**src/verilog/lapc_consts.svh**
```systemverilog
// Register word indexes, reset values and field positions of the port configuration block
`ifndef LAPC_CONSTS_SVH
`define LAPC_CONSTS_SVH
`define LAPC_ADDR_W 8
`define LAPC_IDX_W 6
`define LAPC_IDX_PA_LAE 6'h02
`define LAPC_IDX_PB_LAE 6'h03
`define LAPC_IDX_PB_HISEL 6'h04
`define LAPC_IDX_PA_DIR 6'h05
`define LAPC_IDX_PB_DIR 6'h06
`define LAPC_IDX_PD_DIR 6'h07
`define LAPC_IDX_PA_DRV 6'h08
`define LAPC_IDX_PB_DRV 6'h09
`define LAPC_IDX_PD_DRV 6'h0a
`define LAPC_IDX_PA_PTSEL 6'h0b
`define LAPC_IDX_PB_PTSEL 6'h0c
`define LAPC_IDX_PD_PTSEL 6'h0d
`define LAPC_IDX_PA_PERI 6'h0e
`define LAPC_IDX_PA_DATA 6'h10
`define LAPC_IDX_PB_DATA 6'h11
`define LAPC_IDX_PD_DATA 6'h12
`define LAPC_IDX_PA_EO 6'h14
`define LAPC_IDX_PB_EO 6'h15
`define LAPC_IDX_PD_EO 6'h16
`define LAPC_IDX_PD_FUNC 6'h17
`define LAPC_IDX_LADDR 6'h18
`define LAPC_REG_RST 8'h00
`define LAPC_ADDR_RST 16'h0000
`define LAPC_RD_ZERO 32'h0000_0000
`define LAPC_FUNC_CLK 0
`define LAPC_FUNC_CS 1
`define LAPC_PD_CLK_PIN 1
`define LAPC_PD_CS_PIN 2
`endif

```
**src/verilog/lapc_pkg.sv**
```systemverilog
// Types shared by the port configuration block
package lapc_pkg;
    typedef logic [7:0] lapc_byte_t;
    typedef logic [15:0] lapc_addr_t;
    typedef enum logic {LAPC_BUS_IDLE, LAPC_BUS_ACK} lapc_bus_t;
endpackage

```
**src/verilog/lapc_addr_if.sv**
```systemverilog
// Carrier between the address latch and the port logic
`timescale 1ns/1ps
`default_nettype none
interface lapc_addr_if;
    import lapc_pkg::*;
    lapc_addr_t mux_ad;
    logic ale;
    lapc_addr_t latched;
    modport latch (input mux_ad, input ale, output latched);
    modport user (output mux_ad, output ale, input latched);
endinterface
`default_nettype wire

```
**src/verilog/lapc_addr_latch.sv**
```systemverilog
// Address latch that splits address from the multiplexed bus
`timescale 1ns/1ps
`default_nettype none
module lapc_addr_latch
    import lapc_pkg::*;
(
    input wire logic mclk_in,
    input wire logic rst_in,
    lapc_addr_if.latch bus
);
`include "lapc_consts.svh"

    always_ff @(posedge mclk_in or posedge rst_in)
    begin
        if (rst_in)
            bus.latched <= `LAPC_ADDR_RST;
        else if (bus.ale)
            bus.latched <= bus.mux_ad;
    end
endmodule
`default_nettype wire

```
**src/verilog/lapc_top.sv**
```systemverilog
// Latched address output on ports A and B, and pin drive configuration for ports A, B and D
//
// Added by the designer: the Avalon-MM register port.
`timescale 1ns/1ps
`default_nettype none
module lapc_top
    import lapc_pkg::*;
#(
    parameter int PD_W = 3
)
(
    input wire logic mclk_in,
    input wire logic rst_in,
    input wire logic [7:0] avs_address_in,
    input wire logic avs_read_in,
    input wire logic avs_write_in,
    input wire logic [31:0] avs_writedata_in,
    input wire logic [3:0] avs_byteenable_in,
    output logic [31:0] avs_readdata_out,
    output logic avs_waitrequest_out,
    input wire logic [15:0] mux_ad_in,
    input wire logic ale_in,
    input wire logic [7:0] pa_pt_oe_in,
    input wire logic [7:0] pb_pt_oe_in,
    input wire logic [PD_W-1:0] pd_pt_oe_in,
    input wire logic [7:0] pa_peri_oe_in,
    input wire logic [7:0] pa_peri_data_in,
    input wire logic [PD_W-1:0] pd_pin_in,
    input wire logic flash_select_in,
    output logic [7:0] pa_out,
    output logic [7:0] pa_oe_out,
    output logic [7:0] pa_fast_slew_out,
    output logic [7:0] pb_out,
    output logic [7:0] pb_oe_out,
    output logic [7:0] pb_fast_slew_out,
    output logic [PD_W-1:0] pd_out,
    output logic [PD_W-1:0] pd_oe_out,
    output logic [PD_W-1:0] pd_fast_slew_out,
    output logic output_macrocell_clk_out,
    output logic auto_power_down_wake_out,
    output logic flash_standby_out,
    output logic flash_select_out
);
`include "lapc_consts.svh"

    lapc_byte_t pa_lae, pb_lae, pb_hisel, pa_dir, pb_dir, pd_dir;
    lapc_byte_t pa_drv, pb_drv, pd_drv, pa_ptsel, pb_ptsel, pd_ptsel;
    lapc_byte_t pa_peri, pa_data, pb_data, pd_data, pd_func;
    lapc_bus_t bus_state;
    logic [PD_W-1:0] pd_sync1, pd_sync2;
    logic pd_clk_prev;

    lapc_addr_if addr_if ();
    assign addr_if.mux_ad = mux_ad_in;
    assign addr_if.ale = ale_in;

    lapc_addr_latch u_latch (
        .mclk_in(mclk_in),
        .rst_in(rst_in),
        .bus(addr_if.latch)
    );

    // Latched address enable wins, then peripheral mode, then product term, then direction register
    function automatic lapc_byte_t resolve_oe(lapc_byte_t lae, lapc_byte_t peri, lapc_byte_t peri_oe,
        lapc_byte_t ptsel, lapc_byte_t pt_oe, lapc_byte_t dir);
        lapc_byte_t base;
        base = (peri & peri_oe) | (~peri & ptsel & pt_oe) | (~peri & ~ptsel & dir);
        return lae | (~lae & base);
    endfunction

    // An open-drain pin is released instead of driven high
    function automatic lapc_byte_t drive_oe(lapc_byte_t oe, lapc_byte_t val, lapc_byte_t od);
        return oe & ~(od & val);
    endfunction

    wire lapc_addr_t laddr = addr_if.latched;
    wire lapc_byte_t pd_pt_w = lapc_byte_t'(pd_pt_oe_in);
    wire lapc_byte_t pd_dedicated = {5'h00, pd_func[`LAPC_FUNC_CS], pd_func[`LAPC_FUNC_CLK], 1'b0} &
        8'h06;
    wire lapc_byte_t pa_od = {pa_drv[7:4], 4'h0};
    wire lapc_byte_t pb_od = {pb_drv[7:4], 4'h0};

    wire lapc_byte_t pa_val = (pa_lae & laddr[7:0]) |
        (~pa_lae & ((pa_peri & pa_peri_data_in) | (~pa_peri & pa_data)));
    wire lapc_byte_t pb_addr = (pb_hisel & laddr[15:8]) | (~pb_hisel & laddr[7:0]);
    wire lapc_byte_t pb_val = (pb_lae & pb_addr) | (~pb_lae & pb_data);
    wire lapc_byte_t pd_val = pd_data;

    wire lapc_byte_t pa_oe_res = resolve_oe(pa_lae, pa_peri, pa_peri_oe_in, pa_ptsel, pa_pt_oe_in, pa_dir);
    wire lapc_byte_t pb_oe_res = resolve_oe(pb_lae, 8'h00, 8'h00, pb_ptsel, pb_pt_oe_in, pb_dir);
    wire lapc_byte_t pd_oe_res = resolve_oe(8'h00, 8'h00, 8'h00, pd_ptsel, pd_pt_w, pd_dir) &
        ~pd_dedicated;

    wire lapc_byte_t next_pa_oe = drive_oe(pa_oe_res, pa_val, pa_od);
    wire lapc_byte_t next_pb_oe = drive_oe(pb_oe_res, pb_val, pb_od);
    wire lapc_byte_t next_pd_oe = pd_oe_res;

    // Register bus decode
    wire logic bus_req = avs_read_in | avs_write_in;
    wire logic commit = bus_req & (bus_state == LAPC_BUS_ACK);
    wire logic [5:0] idx = avs_address_in[7:2];
    wire logic aligned = (avs_address_in[1:0] == 2'b00);
    wire logic wr_en = commit & avs_write_in & aligned & avs_byteenable_in[0];
    wire lapc_byte_t wbyte = avs_writedata_in[7:0];

    lapc_byte_t rd_byte;
    always_comb
    begin
        unique case (idx)
            `LAPC_IDX_PA_LAE: rd_byte = pa_lae;
            `LAPC_IDX_PB_LAE: rd_byte = pb_lae;
            `LAPC_IDX_PB_HISEL: rd_byte = pb_hisel;
            `LAPC_IDX_PA_DIR: rd_byte = pa_dir;
            `LAPC_IDX_PB_DIR: rd_byte = pb_dir;
            `LAPC_IDX_PD_DIR: rd_byte = pd_dir;
            `LAPC_IDX_PA_DRV: rd_byte = pa_drv;
            `LAPC_IDX_PB_DRV: rd_byte = pb_drv;
            `LAPC_IDX_PD_DRV: rd_byte = pd_drv;
            `LAPC_IDX_PA_PTSEL: rd_byte = pa_ptsel;
            `LAPC_IDX_PB_PTSEL: rd_byte = pb_ptsel;
            `LAPC_IDX_PD_PTSEL: rd_byte = pd_ptsel;
            `LAPC_IDX_PA_PERI: rd_byte = pa_peri;
            `LAPC_IDX_PA_DATA: rd_byte = pa_data;
            `LAPC_IDX_PB_DATA: rd_byte = pb_data;
            `LAPC_IDX_PD_DATA: rd_byte = pd_data;
            `LAPC_IDX_PA_EO: rd_byte = next_pa_oe;
            `LAPC_IDX_PB_EO: rd_byte = next_pb_oe;
            `LAPC_IDX_PD_EO: rd_byte = next_pd_oe;
            `LAPC_IDX_PD_FUNC: rd_byte = pd_func;
            `LAPC_IDX_LADDR: rd_byte = laddr[7:0];
            default: rd_byte = `LAPC_REG_RST;
        endcase
    end
    wire logic [31:0] next_readdata = aligned ? {24'h000000, rd_byte} : `LAPC_RD_ZERO;

    // One wait cycle, then a single acknowledge cycle
    always_ff @(posedge mclk_in or posedge rst_in)
    begin
        if (rst_in)
        begin
            bus_state <= LAPC_BUS_IDLE;
            avs_waitrequest_out <= 1'b1;
            avs_readdata_out <= `LAPC_RD_ZERO;
        end
        else
        begin
            bus_state <= (bus_req && bus_state == LAPC_BUS_IDLE) ? LAPC_BUS_ACK : LAPC_BUS_IDLE;
            avs_waitrequest_out <= !(bus_req && bus_state == LAPC_BUS_IDLE);
            if (avs_read_in && bus_state == LAPC_BUS_IDLE)
                avs_readdata_out <= next_readdata;
        end
    end

    // Configuration registers, each one aligned word
    always_ff @(posedge mclk_in or posedge rst_in)
    begin
        if (rst_in)
        begin
            pa_lae <= `LAPC_REG_RST;
            pb_lae <= `LAPC_REG_RST;
            pa_drv <= `LAPC_REG_RST;
            pb_drv <= `LAPC_REG_RST;
            pd_drv <= `LAPC_REG_RST;
            pb_hisel <= `LAPC_REG_RST;
            pa_dir <= `LAPC_REG_RST;
            pb_dir <= `LAPC_REG_RST;
            pd_dir <= `LAPC_REG_RST;
            pa_ptsel <= `LAPC_REG_RST;
            pb_ptsel <= `LAPC_REG_RST;
            pd_ptsel <= `LAPC_REG_RST;
            pa_peri <= `LAPC_REG_RST;
            pa_data <= `LAPC_REG_RST;
            pb_data <= `LAPC_REG_RST;
            pd_data <= `LAPC_REG_RST;
            pd_func <= `LAPC_REG_RST;
        end
        else if (wr_en)
        begin
            unique case (idx)
                `LAPC_IDX_PA_LAE: pa_lae <= wbyte;
                `LAPC_IDX_PB_LAE: pb_lae <= wbyte;
                `LAPC_IDX_PB_HISEL: pb_hisel <= wbyte;
                `LAPC_IDX_PA_DIR: pa_dir <= wbyte;
                `LAPC_IDX_PB_DIR: pb_dir <= wbyte;
                `LAPC_IDX_PD_DIR: pd_dir <= wbyte;
                `LAPC_IDX_PA_DRV: pa_drv <= wbyte;
                `LAPC_IDX_PB_DRV: pb_drv <= wbyte;
                `LAPC_IDX_PD_DRV: pd_drv <= wbyte;
                `LAPC_IDX_PA_PTSEL: pa_ptsel <= wbyte;
                `LAPC_IDX_PB_PTSEL: pb_ptsel <= wbyte;
                `LAPC_IDX_PD_PTSEL: pd_ptsel <= wbyte;
                `LAPC_IDX_PA_PERI: pa_peri <= wbyte;
                `LAPC_IDX_PA_DATA: pa_data <= wbyte;
                `LAPC_IDX_PB_DATA: pb_data <= wbyte;
                `LAPC_IDX_PD_DATA: pd_data <= wbyte;
                `LAPC_IDX_PD_FUNC: pd_func <= wbyte;
                default: ;
            endcase
        end
    end

    // Port D pins come from outside the clock domain
    always_ff @(posedge mclk_in or posedge rst_in)
    begin
        if (rst_in)
        begin
            pd_sync1 <= '0;
            pd_sync2 <= '0;
            pd_clk_prev <= 1'b0;
        end
        else
        begin
            pd_sync1 <= pd_pin_in;
            pd_sync2 <= pd_sync1;
            pd_clk_prev <= pd_sync2[`LAPC_PD_CLK_PIN];
        end
    end

    wire logic clk_fn_on = pd_func[`LAPC_FUNC_CLK];
    wire logic cs_fn_on = pd_func[`LAPC_FUNC_CS];
    wire logic pd_clk_rise = clk_fn_on & pd_sync2[`LAPC_PD_CLK_PIN] & ~pd_clk_prev;
    wire logic cs_deselect = cs_fn_on & pd_sync2[`LAPC_PD_CS_PIN];

    // Registered pin and side outputs
    always_ff @(posedge mclk_in or posedge rst_in)
    begin
        if (rst_in)
        begin
            pa_out <= `LAPC_REG_RST;
            pa_oe_out <= `LAPC_REG_RST;
            pa_fast_slew_out <= `LAPC_REG_RST;
            pb_out <= `LAPC_REG_RST;
            pb_oe_out <= `LAPC_REG_RST;
            pb_fast_slew_out <= `LAPC_REG_RST;
            pd_out <= '0;
            pd_oe_out <= '0;
            pd_fast_slew_out <= '0;
            output_macrocell_clk_out <= 1'b0;
            auto_power_down_wake_out <= 1'b0;
            flash_standby_out <= 1'b0;
            flash_select_out <= 1'b0;
        end
        else
        begin
            pa_out <= pa_val;
            pa_oe_out <= next_pa_oe;
            pa_fast_slew_out <= {4'h0, pa_drv[3:0]};
            pb_out <= pb_val;
            pb_oe_out <= next_pb_oe;
            pb_fast_slew_out <= {4'h0, pb_drv[3:0]};
            pd_out <= pd_val[PD_W-1:0];
            pd_oe_out <= next_pd_oe[PD_W-1:0];
            pd_fast_slew_out <= pd_drv[PD_W-1:0];
            output_macrocell_clk_out <= pd_clk_rise;
            auto_power_down_wake_out <= pd_clk_rise;
            flash_standby_out <= cs_deselect;
            flash_select_out <= flash_select_in & ~cs_deselect;
        end
    end
endmodule
`default_nettype wire
```
**config.mk**
```make
export PLATFORM = sky130hd
export DESIGN_NAME = lapc_top
export DESIGN_NICKNAME = d
export VERILOG_FILES = /design/src/verilog/lapc_pkg.sv /design/src/verilog/lapc_addr_if.sv /design/src/verilog/lapc_addr_latch.sv /design/src/verilog/lapc_top.sv
export VERILOG_INCLUDE_DIRS = /design/src /design/src/verilog
export SDC_FILE = /design/constraint.sdc
export NUM_CORES = 1
export LEC_CHECK = 0
export CORE_MARGIN = 2
export CORE_UTILIZATION = 45
export DETAILED_ROUTE_END_ITERATION = 7
export DONT_BUFFER_PORTS = 1
export SLEW_MARGIN = 20
export SYNTH_ARGS = -nofsm -noshare
export SYNTH_HDL_FRONTEND = slang
export SYNTH_SLANG_ARGS = --single-unit
```
**constraint.sdc**
```tcl
create_clock -name mclk_in -period 6.24 [get_ports mclk_in]
set_input_delay 0.312 -clock mclk_in [delete_from_list [all_inputs] [get_ports mclk_in]]
set_output_delay 0.312 -clock mclk_in [all_outputs]
set_load 0.02 [all_outputs]
```
==> impl_metrics.env <==
export IMPL_hold_viol=0
export IMPL_arrival_ns=2.62
export IMPL_yosys_warnings=0
export IMPL_gp_congestion=0.866
export IMPL_total_power_mw=3.07
export IMPL_p_leak_nw=5.28
export IMPL_rows=54
export IMPL_drt_iter0_drc=553
export IMPL_synthArstFlopShare=1.00
export IMPL_cts_made_buffers=24
export IMPL_critPathKind="input pin to flip-flop"
export IMPL_die_h_um=152
export IMPL_grt_pass1_wl_mm=41.8
export IMPL_ant_nets=0
export IMPL_antenna_found_initial=1
export IMPL_outcome="finished, final reports clean"
export IMPL_cts_tree="yes"
export IMPL_ys_top_cells_by_count="218 x dfrtp_1, 152 x mux2_2, 46 x a22oi_1"
export IMPL_syn_area_per_cell_sq_um=13.0
export IMPL_ys_seq_area_frac=0.558
export IMPL_slew_violations=0
export IMPL_fin_skew_ns=0.00901
export IMPL_peakVddDrop_v=0.000182
export IMPL_synth_edff_count=0
export IMPL_setup_viol_count_final=0
export IMPL_max_cap_viol_count=0
export IMPL_route_detailed_drc=0
export IMPL_initial_core_util=0.454
export IMPL_overflow=0
export IMPL_max_freq_mhz=448
export IMPL_htree_levels=1
export IMPL_core_area_sq_um=21600
export IMPL_synth_top_area_frac=0.555
export IMPL_cp_max_fo=9
export IMPL_grt_pass1_vias=6753
export IMPL_die_area_sq_um=23000
export IMPL_synthCells=753
export IMPL_synthTopCellsByArea="dfrtp_1 56%, mux2_2 17%, a22oi_1 3.5%, buf_4 2.6%, mux2i_1 1.9%"
export IMPL_hold_class="input pin to flip-flop"
export IMPL_grt_setup_unrepaired="false"
export IMPL_synth_distinct_cells=56
export IMPL_layout_drive_gt1_share=0.289
export IMPL_io_buffers=0
export IMPL_ios=198
export IMPL_synth_most_common_cell="dfrtp_1"
export IMPL_required_ns=6.63
export IMPL_tightest_slew_ns=1.18
export IMPL_area_delta_synth_final_pct=13.4
export IMPL_num_vias=6757
export IMPL_final_nets=897
export IMPL_cts_root_buf="clkbuf_16"
export IMPL_largest_reg_flops=16
export IMPL_cp_start_kind="input pin"
export IMPL_setup_tns_ns=0
export IMPL_clock_latency_ns=0.51
export IMPL_fin_crit_sh=0.358
export IMPL_clkSinkCount=219
export IMPL_max_slew_margin=0.210
export IMPL_viasPerCell=6.20
export IMPL_hold_worst_slack_ns=0.0161
export IMPL_die_w_um=152
export IMPL_routed_wirelength_mm=28.7
export IMPL_dr_pass1_iters=5
export IMPL_regMostFlops="u_latch.bus.latched"
export IMPL_critPathCaptureType="flip-flop"
export IMPL_ys_flop_type="dfrtp_1"
export IMPL_period_minus_slack_ns=2.23
export IMPL_dpl_hpwl_mm=18.1
export IMPL_track_usage=0.250
export IMPL_powerDensity_nw_per_um2=275
export IMPL_clk_pin_slew_ns=0.06
export IMPL_grt_max_degree=192
export IMPL_syn_area_sq_um=9820
export IMPL_wl_per_cell_um=26.4
export IMPL_ys_seq_elements=219
export IMPL_clockBufferDepth=3
export IMPL_yosysTopAreaCell="dfrtp_1"
==> metrics by stage <==
| stage | std cells | utilization | cell area (sq um) | worst slack, ns |
|---|---|---|---|---|
| floorplan | 784 | - | 9940 | 3.07 |
| global placement | 1010 | 0.460 | 9950 | 3.56 |
| detailed placement | 1010 | 0.460 | 9950 | 3.57 |
| CTS | 1088 | 0.514 | 11100 | 4.08 |
| global route | 1090 | 0.515 | 11100 | 3.97 |
| finish | 1090 | 0.515 | 11100 | 4.01 |
==> final timing paths <==
path | from | to | slack [ns] | cells after the start
max in group asynchronous | rst_in | pb_out[5]$_DFF_PP0_ | 4.48 | 4
min in group asynchronous | rst_in | pd_data[0]$_DFFE_PP0P_ | 0.37 | 2
min reg2reg | pd_sync1[1]$_DFF_PP0_ | pd_sync2[1]$_DFF_PP0_ | 0.35 | 0
max reg2reg | bus_state$_DFF_PP0_ | avs_readdata_out[6]$_DFFE_PP0P_ | 4.17 | 6
min | avs_write_in | avs_waitrequest_out$_DFF_PP1_ | 0.02 | 2
max | avs_address_in[7] | pd_func[3]$_DFFE_PP0P_ | 4.01 | 4
==> worst max-delay path, stage by stage <==
cell,delay (ns)
nand4bb_1,0.32
nor2_1,0.92
nand2_1,0.62
mux2_2,0.45
==> layout by cell type (no fill, tap or decap), types with 5 or more instances in the layout <==
cell | Yosys | final
dlygate4sd3_1 | 0 | 35
nor2_4 | 8 | 8
clkbuf_16 | 0 | 25
a22o_1 | 7 | 7
a22oi_1 | 46 | 46
a211oi_1 | 12 | 12
nor2_1 | 25 | 25
nand4_1 | 8 | 8
nand2_1 | 32 | 32
o21ai_0 | 14 | 14
a211o_1 | 6 | 6
nor2_8 | 5 | 5
dfrtp_1 | 218 | 218
conb_1 | 1 | 32
a21oi_1 | 19 | 19
nor2b_1 | 21 | 21
nand3_1 | 7 | 7
inv_1 | 8 | 7
mux2_2 | 152 | 152
mux2i_1 | 19 | 19
nand2_2 | 12 | 12
a221oi_1 | 9 | 9
clkbuf_8 | 0 | 8
==> what timing repair did <==
| action | in CTS | in global routing |
|---|---|---|
| endpoints found under the hold margin | 190 | 0 |
| setup buffers | 0 | 0 |
| resized for setup | 0 | 0 |
| hold buffers | 36 | 0 |
==> final cells by class <==
type	instances	area [sq um]
clock inverters	7	65.1
diodes	1	2.50
flip-flops and latches	219	5480
clock buffers	35	743
repair buffers	40	418
well taps	280	350
fillers	1840	10500
inverters	8	33.8
multi-input cells	500	4050
==> layer usage <==
layer | part of all wire | routed length [um] | GRT usage
met1 | 0.41 | 11900 | 0.349
met2 | 0.46 | 13200 | 0.384
met3 | 0.094 | 2690 | 0.0506
met4 | 0.033 | 953 | 0.0972
met5 | 0 | 0 | 0
==> power by group <==
part / internal [mW] / switching, mW
sequential: 1.46 / 0.0403
combinational: 0.0533 / 0.101
clock: 0.862 / 0.555
==> logic make-up (layout without fill, tap and decap cells) <==
group / Yosys count / count (layout) / share of synthesized area
flip-flops: 219 / 219 / 0.558
buffers and inverters: 65 / 90 / 0.0424
multiplexers: 174 / 174 / 0.197
AO/OA/AOI/OAI: 139 / 139 / 0.104
AND/OR/NAND/NOR: 155 / 155 / 0.0986
other: 1 / 33 / 0.000382
Note: power is estimated with default switching activity, not from simulation.
